`config.mk`:
```
export PLATFORM = sky130hd
export DESIGN_NAME = fcl_loader
export DESIGN_NICKNAME = d
export VERILOG_FILES = /design/src/include/fcl_pkg.sv /design/src/include/fcl_byte_if.sv /design/src/hw/fcl_port_rx.sv /design/src/hw/fcl_word_pack.sv /design/src/hw/fcl_loader.sv
export SDC_FILE = /design/constraint.sdc
export NUM_CORES = 1
export LEC_CHECK = 0
export BUFFER_PORTS_ARGS = -buffer_cell sky130_fd_sc_hd__buf_2
export CORE_MARGIN = 5
export CORE_UTILIZATION = 45
export DETAILED_ROUTE_END_ITERATION = 8
export PLACE_DENSITY = 0.66
export SLEW_MARGIN = 15
export SYNTH_ARGS = -nofsm -noshare
export SYNTH_HDL_FRONTEND = slang
export SYNTH_HIERARCHICAL = 1
export SYNTH_SLANG_ARGS = --single-unit
```
`constraint.sdc`:
```
create_clock -name clk_i -period 3 [get_ports clk_i]
set_input_delay 0.15 -clock clk_i [delete_from_list [all_inputs] [get_ports clk_i]]
set_output_delay 0.15 -clock clk_i [all_outputs]
set_load 0.1 [all_outputs]
```
`src/include/fcl_pkg.sv`:
```
// Shared constants and types of the fabric configuration loader.
// Assumes a single 125 MHz system clock domain.
package fcl_pkg;
   localparam int unsigned BYTE_W = 8;
   localparam int unsigned WORD_W = 32;
   localparam int unsigned BYTES_PER_WORD = WORD_W / BYTE_W;
   localparam logic [31:0] START_KEY = 32'hbcbcbcbc;
   localparam logic [31:0] END_KEY = 32'hbcbcbc00;
   localparam int unsigned CLK_PERIOD_NS = 8;
   localparam int unsigned PROG_PULSE_NS = 500;
   localparam int unsigned PROG_PULSE_CYC =
      (PROG_PULSE_NS + CLK_PERIOD_NS - 1) / CLK_PERIOD_NS;
   localparam int unsigned HOLDOFF_CYC = 4;
   localparam int unsigned CNT_W = 8;
   typedef enum logic [2:0] {
      ST_AWAIT_KEYWORD = 3'b001,
      ST_CONFIG = 3'b010,
      ST_IDLE = 3'b100
   } fcl_state_e;
   localparam fcl_state_e RST_STATE = ST_AWAIT_KEYWORD;
   localparam logic RST_STRB_N = 1'b1;
   localparam logic RST_PROG_N = 1'b0;
   localparam logic RST_OWN = 1'b1;
endpackage

```
`src/include/fcl_byte_if.sv`:
```
// Byte stream between the comm-port receiver and the word packer.
// Assumes the top module drives ce and clr.
`timescale 1ns/100ps
interface fcl_byte_if #(parameter int unsigned W = fcl_pkg::BYTE_W);
   logic ce;
   logic clr;
   logic valid;
   logic ready;
   logic [W-1:0] data;
   modport src (input ce, input clr, input ready, output valid, output data);
   modport snk (input ce, input clr, input valid, input data, output ready);
endinterface

```
`src/hw/fcl_port_rx.sv`:
```
// Receive side of the byte-wide comm-port handshake.
// Assumes the host holds data stable from before strobe until ready.
`timescale 1ns/100ps
module fcl_port_rx (
   // Clock and reset
   input wire logic clk_i,
   input wire logic arst_n_i,
   // Control
   input wire logic en_i,
   // Comm-port pins
   input wire logic [fcl_pkg::BYTE_W-1:0] cp_data_i,
   input wire logic cp_strb_n_i,
   output logic cp_rdy_n_o,
   // Byte stream
   fcl_byte_if.src byte_o
);
   import fcl_pkg::*;
   logic [1:0] strb_sync;
   logic [1:0] next_strb_sync;
   logic [BYTE_W-1:0] data_s1, data_s2;
   logic [BYTE_W-1:0] next_data_s1, next_data_s2;
   logic ack, next_ack;
   logic strobe_on;

   assign strobe_on = ~strb_sync[1];
   assign byte_o.valid = en_i & ~ack & strobe_on & ~byte_o.clr;
   assign byte_o.data = data_s2;
   assign cp_rdy_n_o = ~ack;

   always_comb begin
      next_strb_sync = {strb_sync[0], cp_strb_n_i};
      next_data_s1 = cp_data_i;
      next_data_s2 = data_s1;
      next_ack = ack;
      if (byte_o.valid && byte_o.ready) begin
         next_ack = 1'b1;
      end else if (ack && !strobe_on) begin
         next_ack = 1'b0;
      end
      if (byte_o.clr || !en_i) begin
         next_ack = 1'b0;
      end
   end

   always_ff @(posedge clk_i or negedge arst_n_i) begin
      if (!arst_n_i) begin
         strb_sync <= {2{RST_STRB_N}};
         data_s1 <= '0;
         data_s2 <= '0;
         ack <= 1'b0;
      end else if (byte_o.ce) begin
         strb_sync <= next_strb_sync;
         data_s1 <= next_data_s1;
         data_s2 <= next_data_s2;
         ack <= next_ack;
      end
   end
endmodule // fcl_port_rx

```
`src/hw/fcl_word_pack.sv`:
```
// Packs consecutive bytes into words, first byte in the low lane.
// Assumes the consumer drains a word with word_ready_i.
`timescale 1ns/100ps
module fcl_word_pack #(
   parameter int unsigned BYTE_W = fcl_pkg::BYTE_W,
   parameter int unsigned WORD_W = fcl_pkg::WORD_W
) (
   // Clock and reset
   input wire logic clk_i,
   input wire logic arst_n_i,
   // Byte stream
   fcl_byte_if.snk byte_i,
   // Word stream
   output logic [WORD_W-1:0] word_o,
   output logic word_valid_o,
   input wire logic word_ready_i
);
   import fcl_pkg::*;
   localparam int unsigned NB = WORD_W / BYTE_W;
   localparam int unsigned CW = (NB > 1) ? $clog2(NB) : 1;
   localparam logic [CW-1:0] LAST = CW'(NB - 1);
   logic [CW-1:0] cnt, next_cnt;
   logic [WORD_W-1:0] acc, next_acc, next_word;
   logic next_valid;

   assign byte_i.ready = ~word_valid_o;

   always_comb begin
      next_cnt = cnt;
      next_acc = acc;
      next_word = word_o;
      next_valid = word_valid_o & ~word_ready_i;
      if (byte_i.valid && byte_i.ready) begin
         next_acc[cnt*BYTE_W +: BYTE_W] = byte_i.data;
         if (cnt == LAST) begin
            next_word = next_acc;
            next_valid = 1'b1;
            next_cnt = '0;
         end else begin
            next_cnt = cnt + CW'(1);
         end
      end
      if (byte_i.clr) begin
         next_cnt = '0;
         next_valid = 1'b0;
      end
   end

   always_ff @(posedge clk_i or negedge arst_n_i) begin
      if (!arst_n_i) begin
         cnt <= '0;
         acc <= '0;
         word_o <= '0;
         word_valid_o <= 1'b0;
      end else if (byte_i.ce) begin
         cnt <= next_cnt;
         acc <= next_acc;
         word_o <= next_word;
         word_valid_o <= next_valid;
      end
   end
endmodule // fcl_word_pack

```
`src/hw/fcl_loader.sv`:
```
// Fabric configuration loader: comm-port bitstream to fabric config port.
// Assumes the fabric config port and cfg_ready_i share clk_i; all other
// inputs except arst_n_i and ce_i are pins and are synchronised here.
//
// Functional notes
// - After power-up, poll the port; act only on start keyword bcbcbcbc or end word bcbcbc00.
// - After the start keyword, load following words into the fabric.
// - Fabric done lights the configuration indicator, then the design runs.
// - Fabric reset is open, active low; either side may pull it.
// - Hold fabric reset low through loading until the end word bcbcbc00.
// - After end word idle until module reset or design pulls fabric reset.
// - A design using port 3 stays in reset until download ends.
// - A design ignoring fabric reset may start early; using it is advised.
// - After configuration release port 3 to the loaded design.
// - While owning port 3, perform its handshake and feed the fabric.
// - Module-wide reset resets controller and the programmable fabric.
// - After module reset own port 3 again and accept a fresh bitstream.
// - End word instead of start after reset: skip load, release, idle.
// - Run-time reconfigure request detection lives in the loaded design.
// - Reference design treats a word with LSB set as reconfigure.
// - Command on another port: design drives port 3 pins high.
// - Design pulls fabric reset low, enters reset, frees port 3.
// - Seeing fabric reset low from the design, await a keyword again.
// - Awaiting after interrupt: end word idles, start word reloads.
`timescale 1ns/100ps
module fcl_loader #(
   parameter int unsigned PROG_CYC = fcl_pkg::PROG_PULSE_CYC
) (
   // Clock, reset, enable
   input wire logic clk_i,
   input wire logic arst_n_i,
   input wire logic ce_i,
   // Module-wide reset pin
   input wire logic module_wide_reset_n_i,
   // Comm port 3
   input wire logic [fcl_pkg::BYTE_W-1:0] cp_data_i,
   input wire logic cp_strb_n_i,
   output logic cp_rdy_n_o,
   output logic cp_rdy_oe_n_o,
   output logic port_owned_o,
   // Fabric global reset, open low
   input wire logic fabric_reset_n_i,
   output logic fabric_reset_n_o,
   output logic fabric_reset_oe_n_o,
   // Fabric configuration port
   output logic cfg_prog_n_o,
   output logic [fcl_pkg::WORD_W-1:0] cfg_data_o,
   output logic cfg_valid_o,
   input wire logic cfg_ready_i,
   input wire logic cfg_done_i,
   // Indicator
   output logic config_indicator_led_o
);
   import fcl_pkg::*;

   fcl_state_e state, next_state;
   logic [CNT_W-1:0] prog_cnt, next_prog_cnt;
   logic [CNT_W-1:0] hold_cnt, next_hold_cnt;
   logic [WORD_W-1:0] next_cfg_data;
   logic next_cfg_valid;
   logic next_prog_n;
   logic own, next_own;
   logic fab_drv, next_fab_drv;
   logic next_led;

   // Pin synchronisers: stage 0 feeds stage 1 only
   logic [1:0] mrst_sync, next_mrst_sync;
   logic [1:0] frst_sync, next_frst_sync;
   logic [1:0] done_sync, next_done_sync;
   logic modrst_s;
   logic fab_rst_low_s;
   logic done_s;

   logic [WORD_W-1:0] word;
   logic word_valid;
   logic word_ready;
   logic word_take;

   fcl_byte_if #(.W(BYTE_W)) byte_bus ();

   assign modrst_s = ~mrst_sync[1];
   assign fab_rst_low_s = ~frst_sync[1];
   assign done_s = done_sync[1];

   assign byte_bus.ce = ce_i;
   assign byte_bus.clr = modrst_s;

   fcl_port_rx u_rx (
      .clk_i(clk_i),
      .arst_n_i(arst_n_i),
      .en_i(own & ~modrst_s),
      .cp_data_i(cp_data_i),
      .cp_strb_n_i(cp_strb_n_i),
      .cp_rdy_n_o(cp_rdy_n_o),
      .byte_o(byte_bus)
   );

   fcl_word_pack #(
      .BYTE_W(BYTE_W),
      .WORD_W(WORD_W)
   ) u_pack (
      .clk_i(clk_i),
      .arst_n_i(arst_n_i),
      .byte_i(byte_bus),
      .word_o(word),
      .word_valid_o(word_valid),
      .word_ready_i(word_ready)
   );

   // Pins handed to the loaded design once it owns the port
   assign cp_rdy_oe_n_o = ~own;
   assign port_owned_o = own;
   // Only ever pull low; the design may do the same
   assign fabric_reset_n_o = 1'b0;
   assign fabric_reset_oe_n_o = ~fab_drv;

   always_comb begin
      next_mrst_sync = {mrst_sync[0], module_wide_reset_n_i};
      next_frst_sync = {frst_sync[0], fabric_reset_n_i};
      next_done_sync = {done_sync[0], cfg_done_i};
   end

   always_ff @(posedge clk_i or negedge arst_n_i) begin
      if (!arst_n_i) begin
         mrst_sync <= 2'h3;
         frst_sync <= 2'h3;
         done_sync <= 2'h0;
      end else if (ce_i) begin
         mrst_sync <= next_mrst_sync;
         frst_sync <= next_frst_sync;
         done_sync <= next_done_sync;
      end
   end

   // Words are only drawn when they can be acted on, so the host stalls
   // behind the fabric instead of a buffer growing here.
   always_comb begin
      word_ready = 1'b0;
      if (!modrst_s) begin
         unique case (state)
            ST_AWAIT_KEYWORD: word_ready = 1'b1;
            ST_CONFIG: word_ready = (prog_cnt == '0) && !cfg_valid_o;
            ST_IDLE: word_ready = 1'b0;
            default: word_ready = 1'b0;
         endcase
      end
   end

   assign word_take = word_valid & word_ready & ce_i;

   always_comb begin
      next_state = state;
      next_prog_cnt = (prog_cnt != '0) ? prog_cnt - CNT_W'(1) : prog_cnt;
      next_hold_cnt = (hold_cnt != '0) ? hold_cnt - CNT_W'(1) : hold_cnt;
      next_cfg_data = cfg_data_o;
      next_cfg_valid = cfg_valid_o & ~cfg_ready_i;
      unique case (state)
         ST_AWAIT_KEYWORD: begin
            if (word_take && word == START_KEY) begin
               next_state = ST_CONFIG;
               next_prog_cnt = CNT_W'(PROG_CYC);
            end else if (word_take && word == END_KEY) begin
               next_state = ST_IDLE;
               next_hold_cnt = CNT_W'(HOLDOFF_CYC);
            end
            // Any other word is dropped here
         end
         ST_CONFIG: begin
            if (word_take && word == END_KEY) begin
               next_state = ST_IDLE;
               next_hold_cnt = CNT_W'(HOLDOFF_CYC);
            end else if (word_take) begin
               next_cfg_data = word;
               next_cfg_valid = 1'b1;
            end
         end
         ST_IDLE: begin
            // The loaded design decodes its own reconfigure command
            // parks its port 3 pins high when the command came elsewhere
            // and then pulls fabric reset low; that low is all we look for.
            // Holdoff covers our own release still passing the synchroniser
            if (hold_cnt == '0 && fab_rst_low_s) begin
               next_state = ST_AWAIT_KEYWORD;
            end
         end
         default: begin
            next_state = RST_STATE;
         end
      endcase
      if (modrst_s) begin
         next_state = RST_STATE;
         next_prog_cnt = '0;
         next_hold_cnt = '0;
         next_cfg_valid = 1'b0;
      end
      // Fabric is cleared during module reset and before each new load
      next_prog_n = ~(modrst_s || next_prog_cnt != '0);
      next_own = (next_state != ST_IDLE);
      // Design sits in reset for the whole download
      next_fab_drv = (next_state == ST_CONFIG);
      next_led = done_s;
   end

   always_ff @(posedge clk_i or negedge arst_n_i) begin
      if (!arst_n_i) begin
         state <= RST_STATE;
         prog_cnt <= '0;
         hold_cnt <= '0;
         cfg_data_o <= '0;
         cfg_valid_o <= 1'b0;
         cfg_prog_n_o <= RST_PROG_N;
         own <= RST_OWN;
         fab_drv <= 1'b0;
         config_indicator_led_o <= 1'b0;
      end else if (ce_i) begin
         state <= next_state;
         prog_cnt <= next_prog_cnt;
         hold_cnt <= next_hold_cnt;
         cfg_data_o <= next_cfg_data;
         cfg_valid_o <= next_cfg_valid;
         cfg_prog_n_o <= next_prog_n;
         own <= next_own;
         fab_drv <= next_fab_drv;
         config_indicator_led_o <= next_led;
      end
   end
endmodule // fcl_loader

```
# [Word level (Yosys, flattened, before mapping)]
# Cells that the tools add are included.
[op_classes] addsub=4 eq_ne=9 shifts=2 n_mux=30 bitwise_logic=19 n_reduce_logical=21
[ops] cell="$eq 32x32->1 const B" n=2
[ops] cell="$mux 8" n=8
[ops] cell="$neg 5->34" n=1
[ops] cell="$shift 8x34->32 const A" n=1
[ops] cell="$shiftx 8x34->32" n=1
[ops] cell="$bwmux 32" n=1
[ops] cell="$reduce_bool 8->1" n=3
[ops] cell="$logic_not 8->1" n=2
[ops] cell="$pmux 8 s2" n=1
[ops] cell="$sub 8x1->8 const B" n=2
[ops] cell="$mux 3" n=4
[ops] cell="$mux 1" n=11
[ops] cell="$not 1->1" n=11
[ops] cell="$pmux 3 s3" n=1
[ops] cell="$and 1x1->1" n=8
[ops] cell="$eq 3x2->1 const B" n=2
[ops] cell="$logic_and 1x1->1" n=6
[ops] cell="$mux 2" n=3
[ops] cell="$reduce_and 2->1" n=3
[ops] cell="$reduce_and 4->1" n=1
[ops] cell="$eq 3x1->1 const B" n=1
[ops] cell="$eq 3x3->1 const B" n=1
[ops] cell="$ne 3x3->1 const B" n=1
[ops] cell="$reduce_and 3->1" n=1
[ops] cell="other kinds (7)" n=9
[totals] regBits=148 inputBits=16 out_inout_bits=40 elab_cells=105

# [Depth between registers and ports, before layout]
[depth] depth_word=13 ltp_mapped=11 mapped_depth_nobuf=9

# [Hierarchy]
# The synthesis kept the hierarchy.
[by_module_without_submodules] mod="fcl_loader" n_inst=1 cells_per_inst=277 area_each_um2=3225.6 seq_area_each_um2=1559.0
[by_module_without_submodules] mod="fcl_word_pack" n_inst=1 cells_per_inst=295 area_each_um2=3079.2 seq_area_each_um2=1676.6
[by_module_without_submodules] mod="fcl_port_rx" n_inst=1 cells_per_inst=44 area_each_um2=716.9 seq_area_each_um2=478.0

# [Least setup slack after synthesis]
# Ideal clock, no wire load.
[synth_timing] path_kind="flip-flop to flip-flop" from="register own (netlist: port_owned_o)" to="register u_pack.word_o[10]" setup_time_ns=0.141 arrival_ns=2.811 t_required_ns=2.859 setup_slack_ns=0.048 stages_incl_launch_ff=9 period_less_slack_ns=2.952 path_cell_list="dfstp_2 > inv_1 > nor2_1 > or3b_1 > nor2_1 > and4b_1 > buf_2 > buf_1 > a31oi_1"
[synth_via] elab_chain_len=6
[synth_lines] element="start, declared" line="fcl_loader.sv:62" rtl="logic own, next_own;"
[synth_lines] element="start signal, assigned" line="fcl_loader.sv:222" rtl="own <= next_own;"
[synth_lines] element="$and 1x1->1" line="fcl_loader.sv:91" rtl=".en_i(own & ~modrst_s),"
[synth_lines] element="$and 1x1->1 (3 in series)" line="fcl_port_rx.sv:26" rtl="assign byte_o.valid = en_i & ~ack & strobe_on & ~byte_o.clr;"
[synth_lines] element="named net byte_bus.valid" line="fcl_byte_if.sv:7" rtl="logic valid;"
[synth_lines] element="$logic_and 1x1->1" line="fcl_word_pack.sv:33" rtl="if (byte_i.valid && byte_i.ready) begin"
[synth_lines] element="$reduce_and 3->1 (no line)"
[synth_lines] element="end signal, assigned" line="fcl_word_pack.sv:58" rtl="word_o <= next_word;"
[synth_lines] element="end, declared" line="fcl_word_pack.sv:14" rtl="output logic [WORD_W-1:0] word_o,"
# The timed path passes the listed nets, and every way through them passes these cells.
# A chain may end at the register's enable or synchronous reset.

# [Final worst setup path]
[layout_timing] from="register u_pack.word_o[1]" to="register cfg_data_o[18] (netlist name)"
[layout_via] elab_chain_len=4
[layout_lines] element="$eq 32x32->1" line="fcl_loader.sv:169" rtl="if (word_take && word == END_KEY) begin"
[layout_lines] element="$logic_and 1x1->1" line="fcl_loader.sv:169"
[layout_lines] element="$not 1->1 (no line)"
[layout_lines] element="$reduce_and 4->1 (no line)"
[layout_lines] element="end signal, assigned" line="fcl_loader.sv:219" rtl="cfg_data_o <= next_cfg_data;"
[layout_lines] element="end, declared" line="fcl_loader.sv:47" rtl="output logic [fcl_pkg::WORD_W-1:0] cfg_data_o,"
# Every way passes these cells.

==> flow_summary.toml <==
[outcome]
status = "finished, final reports clean"

[synth]
yosysTopAreaCell = "dfrtp_1"
ys_ff_latch = 148
netlist_area_sq_mm = 0.007022
yosysTopAreaCellShare = 0.4989
synth_seq_area_share = 0.5289
synth_nets = 640
yosys-top-cells-count = "140 x dfrtp_1, 48 x nor2_1, 46 x a21oi_1"
yosys-top-cells-area = "dfrtp_1 50%, mux2_4 6.4%, mux2_2 4.3%, a21oi_1 3.3%, dfstp_2 3.0%"
synth_edf_count = 0
synthArstFlopShare = 1.000
synth_area_per_cell_sq_um = 11.40
synth-warning-count = 6
synth_flop_cell = "dfrtp_1"
synthCells = 616
ys_types = 67
yosysMostFrequentCell = "dfrtp_1"

[worst_setup_path]
crit-reg2reg-launch = "u_pack/word_o[1]"
crit_path_max_fanout = 32
crit_path_cell_trace = "or4b_2 > nor4_1 > buf_4 > nand4_1 > or3b_2 > buf_12 > mux2_2"
cp_slowest_stage_delay_ps = 680
reg2reg_depth = 7
cp_slowest_cell = "or4b_2"
cp-end-kind = "register"
path_class = "reg2reg"
reg2reg_slack_ps = 130
required_ps = 3310
start_kind = "register"
reg2reg_to = "cfg_data_o[18]"
cp.arrival_ps = 3170

[global_routing]
grt_pass1_wl_um = 25140
grt_pass1_vias = 4909
grt_use_total = 0.1719
grt_max_degree = 65
grt_antenna_before_repair = 0
overflow = 0

[die]
rows = 45
start_util = 0.4602
dieWidth_um = 134.9
dieArea_sq_mm = 0.01820
boundaryPins = 56
die_h_um = 134.9
core_area_sq_mm = 0.01526

[routing]
vias = 4935
remaining_drc_errors = 0
drt_iter0_markers = 415
wirelength_um = 15000
postRouteAntennaNets = 0
routed_via_density = 5.514
firstDrtPassIters = 5
wire_per_inst_um = 16.76

[clock_network]
cts.clk_slew.worst_paths_ps = 60
postCtsResizedCells = 0
cts_made_buffers = 17
clock-sinks = 148
holdBufCountCts = 13
post-cts-setup-buffer-count = 0
clockBufferDepth = 2
root_buffer = "clkbuf_16"
cts_tree = "yes"
cts_max_level = 4
clock_latency_ps = 420

[pwr]
p_seq_frac = 0.403
p_comb_frac = 0.212
ir_drop_mv = 0.4380
p_per_area_mw_per_mm2 = 735.6
p_int_mw = 4.273
power.leakage_nw = 3.851
netSwitchingFraction = 0.2918
power_switching_mw = 1.760
clkPwrFrac = 0.385

[final_layout]
multiInputGateArea_sq_mm = 0.002929
layout.cells.non_filler = 895
fill_cells = 1337
area_delta_synth_final_pct = 16.80
fin_nets = 695
drive_gt1_frac = 0.2705
regArea_sq_mm = 0.003714
final_area_sq_mm = 0.008202
diodes = 0

[sta]
finalWorstPathRequiredPeriod_ps = 2865
fmax_mhz = 349.0
fin_setup_tns_ps = 0
setup_violations = 0
fin_crit_sh = 0.9551
worst_pin_slew_ps = 572.8
finClkSkew_ps = 10.55
hold_viol_final = 0
slew_viol_final = 0
rsz0062_at_grt = "false"
slew_headroom = 0.6181

[place]
dpl_cell_area_sq_mm = 0.007420
dp_hpwl_um = 9878
io_buffers = 54
place.gp.congestion = 0.8704
dp.cells = 850

[hold_path]
min-delay-start = "cfg_ready_i"
min_path_cells = 4
hp-class = "in2reg"
min_to = "cfg_valid_o"

[job]
max_cap_viol_count = 0
cell type report:
type,instances,area share
inverters,19,0.008696
multi-input cells,401,0.3571
repair buffers,84,0.06972
well taps,211,0.03219
flip-flops and latches,148,0.4528
clock inverters,10,0.02166
clock buffers,22,0.05782
registers in the layout, summed over array words and instances (netlist names), 3 cells and up:
name              flops
state                 3
u_rx/data_s1          8
u_pack/acc           32
cfg_data_o           32
prog_cnt              8
u_pack/word_o        32
hold_cnt              8
u_rx/byte_o.data      8
worst max-delay path by stage:
stage,from,end,slack [ps],cells past startpoint
6_report,u_pack/word_o[1],cfg_data_o[18],130,7
5_1_grt,u_pack/word_o[1],cfg_data_o[19],30,7
4_1_cts,u_pack/word_o[1],cfg_data_o[18],140,7
3_5_place_dp,u_pack/word_o[1],cfg_data_o[18],170,7
3_3_place_gp,prog_cnt[1],cfg_data_o[20],250,8
2_1_floorplan,port_owned_o,u_pack/word_o[10],50,8
power groups by stage:
| stage | sequential, mW | combinational [mW] | clock [mW] |
|---|---|---|---|
| 6_report | 2.43 | 1.28 | 2.33 |
| 5_1_grt | 2.46 | 1.41 | 2.47 |
| 4_1_cts | 2.42 | 1.27 | 2.37 |
| 3_5_place_dp | 2.45 | 1.24 | 0 |
| 3_3_place_gp | 2.44 | 1.21 | 0 |
| 2_1_floorplan | 2.40 | 1.00 | 0 |
metrics by stage:
stage	hold WS (ps)	util	total power [mW]	worst slack, ps
after floorplan	-145.6	-	3.401	48.02
after global placement	169.3	0.4863	3.652	249.6
after detailed placement	173.1	0.4863	3.693	166.5
after CTS	60.88	0.5375	6.066	137.4
after global routing	76.97	0.5375	6.336	28.76
final	75.34	0.5375	6.033	134.6
routing by layer:
metal  track usage  vias up  share of wire
met5             0        -              0
met4       0.06335        0          0.017
met3       0.03838       25          0.055
met2        0.2707      164           0.48
met1        0.2337     2405           0.45
li1              -     2341              -
placed cells by master, fill, tap and decap left out, types with 11 or more instances in the layout:
cell             n
nand2_1         35
inv_1           18
nor2b_1         16
a31oi_1         19
nor2_1          48
mux2_2          27
dfrtp_1        140
buf_2           53
nand4_1         11
a21oi_1         46
mux2_4          30
a22o_1          22
nor3_1          12
o21ai_0         18
clkbuf_16       17
dlygate4sd3_1   13
buf_4           14
critical path: cells and delay by family (launching register included):
family | cells | cell delay, ps
and+or+nand+nor | 4 | 1520
buffers and inverters | 2 | 470
muxes | 1 | 370
DFF | 1 | 390
kinds of logic after synthesis:
family          after synthesis  synth area share
simple gates                179            0.1433
xor+xnor                      3          0.003743
other cells                   1         0.0005341
flops                       148            0.5289
fa+ha+maj                     8           0.01426
compound gates              151            0.1449
buf+inv                      67           0.05417
mux                          59            0.1103
Power figures use the tool's default switching activity.
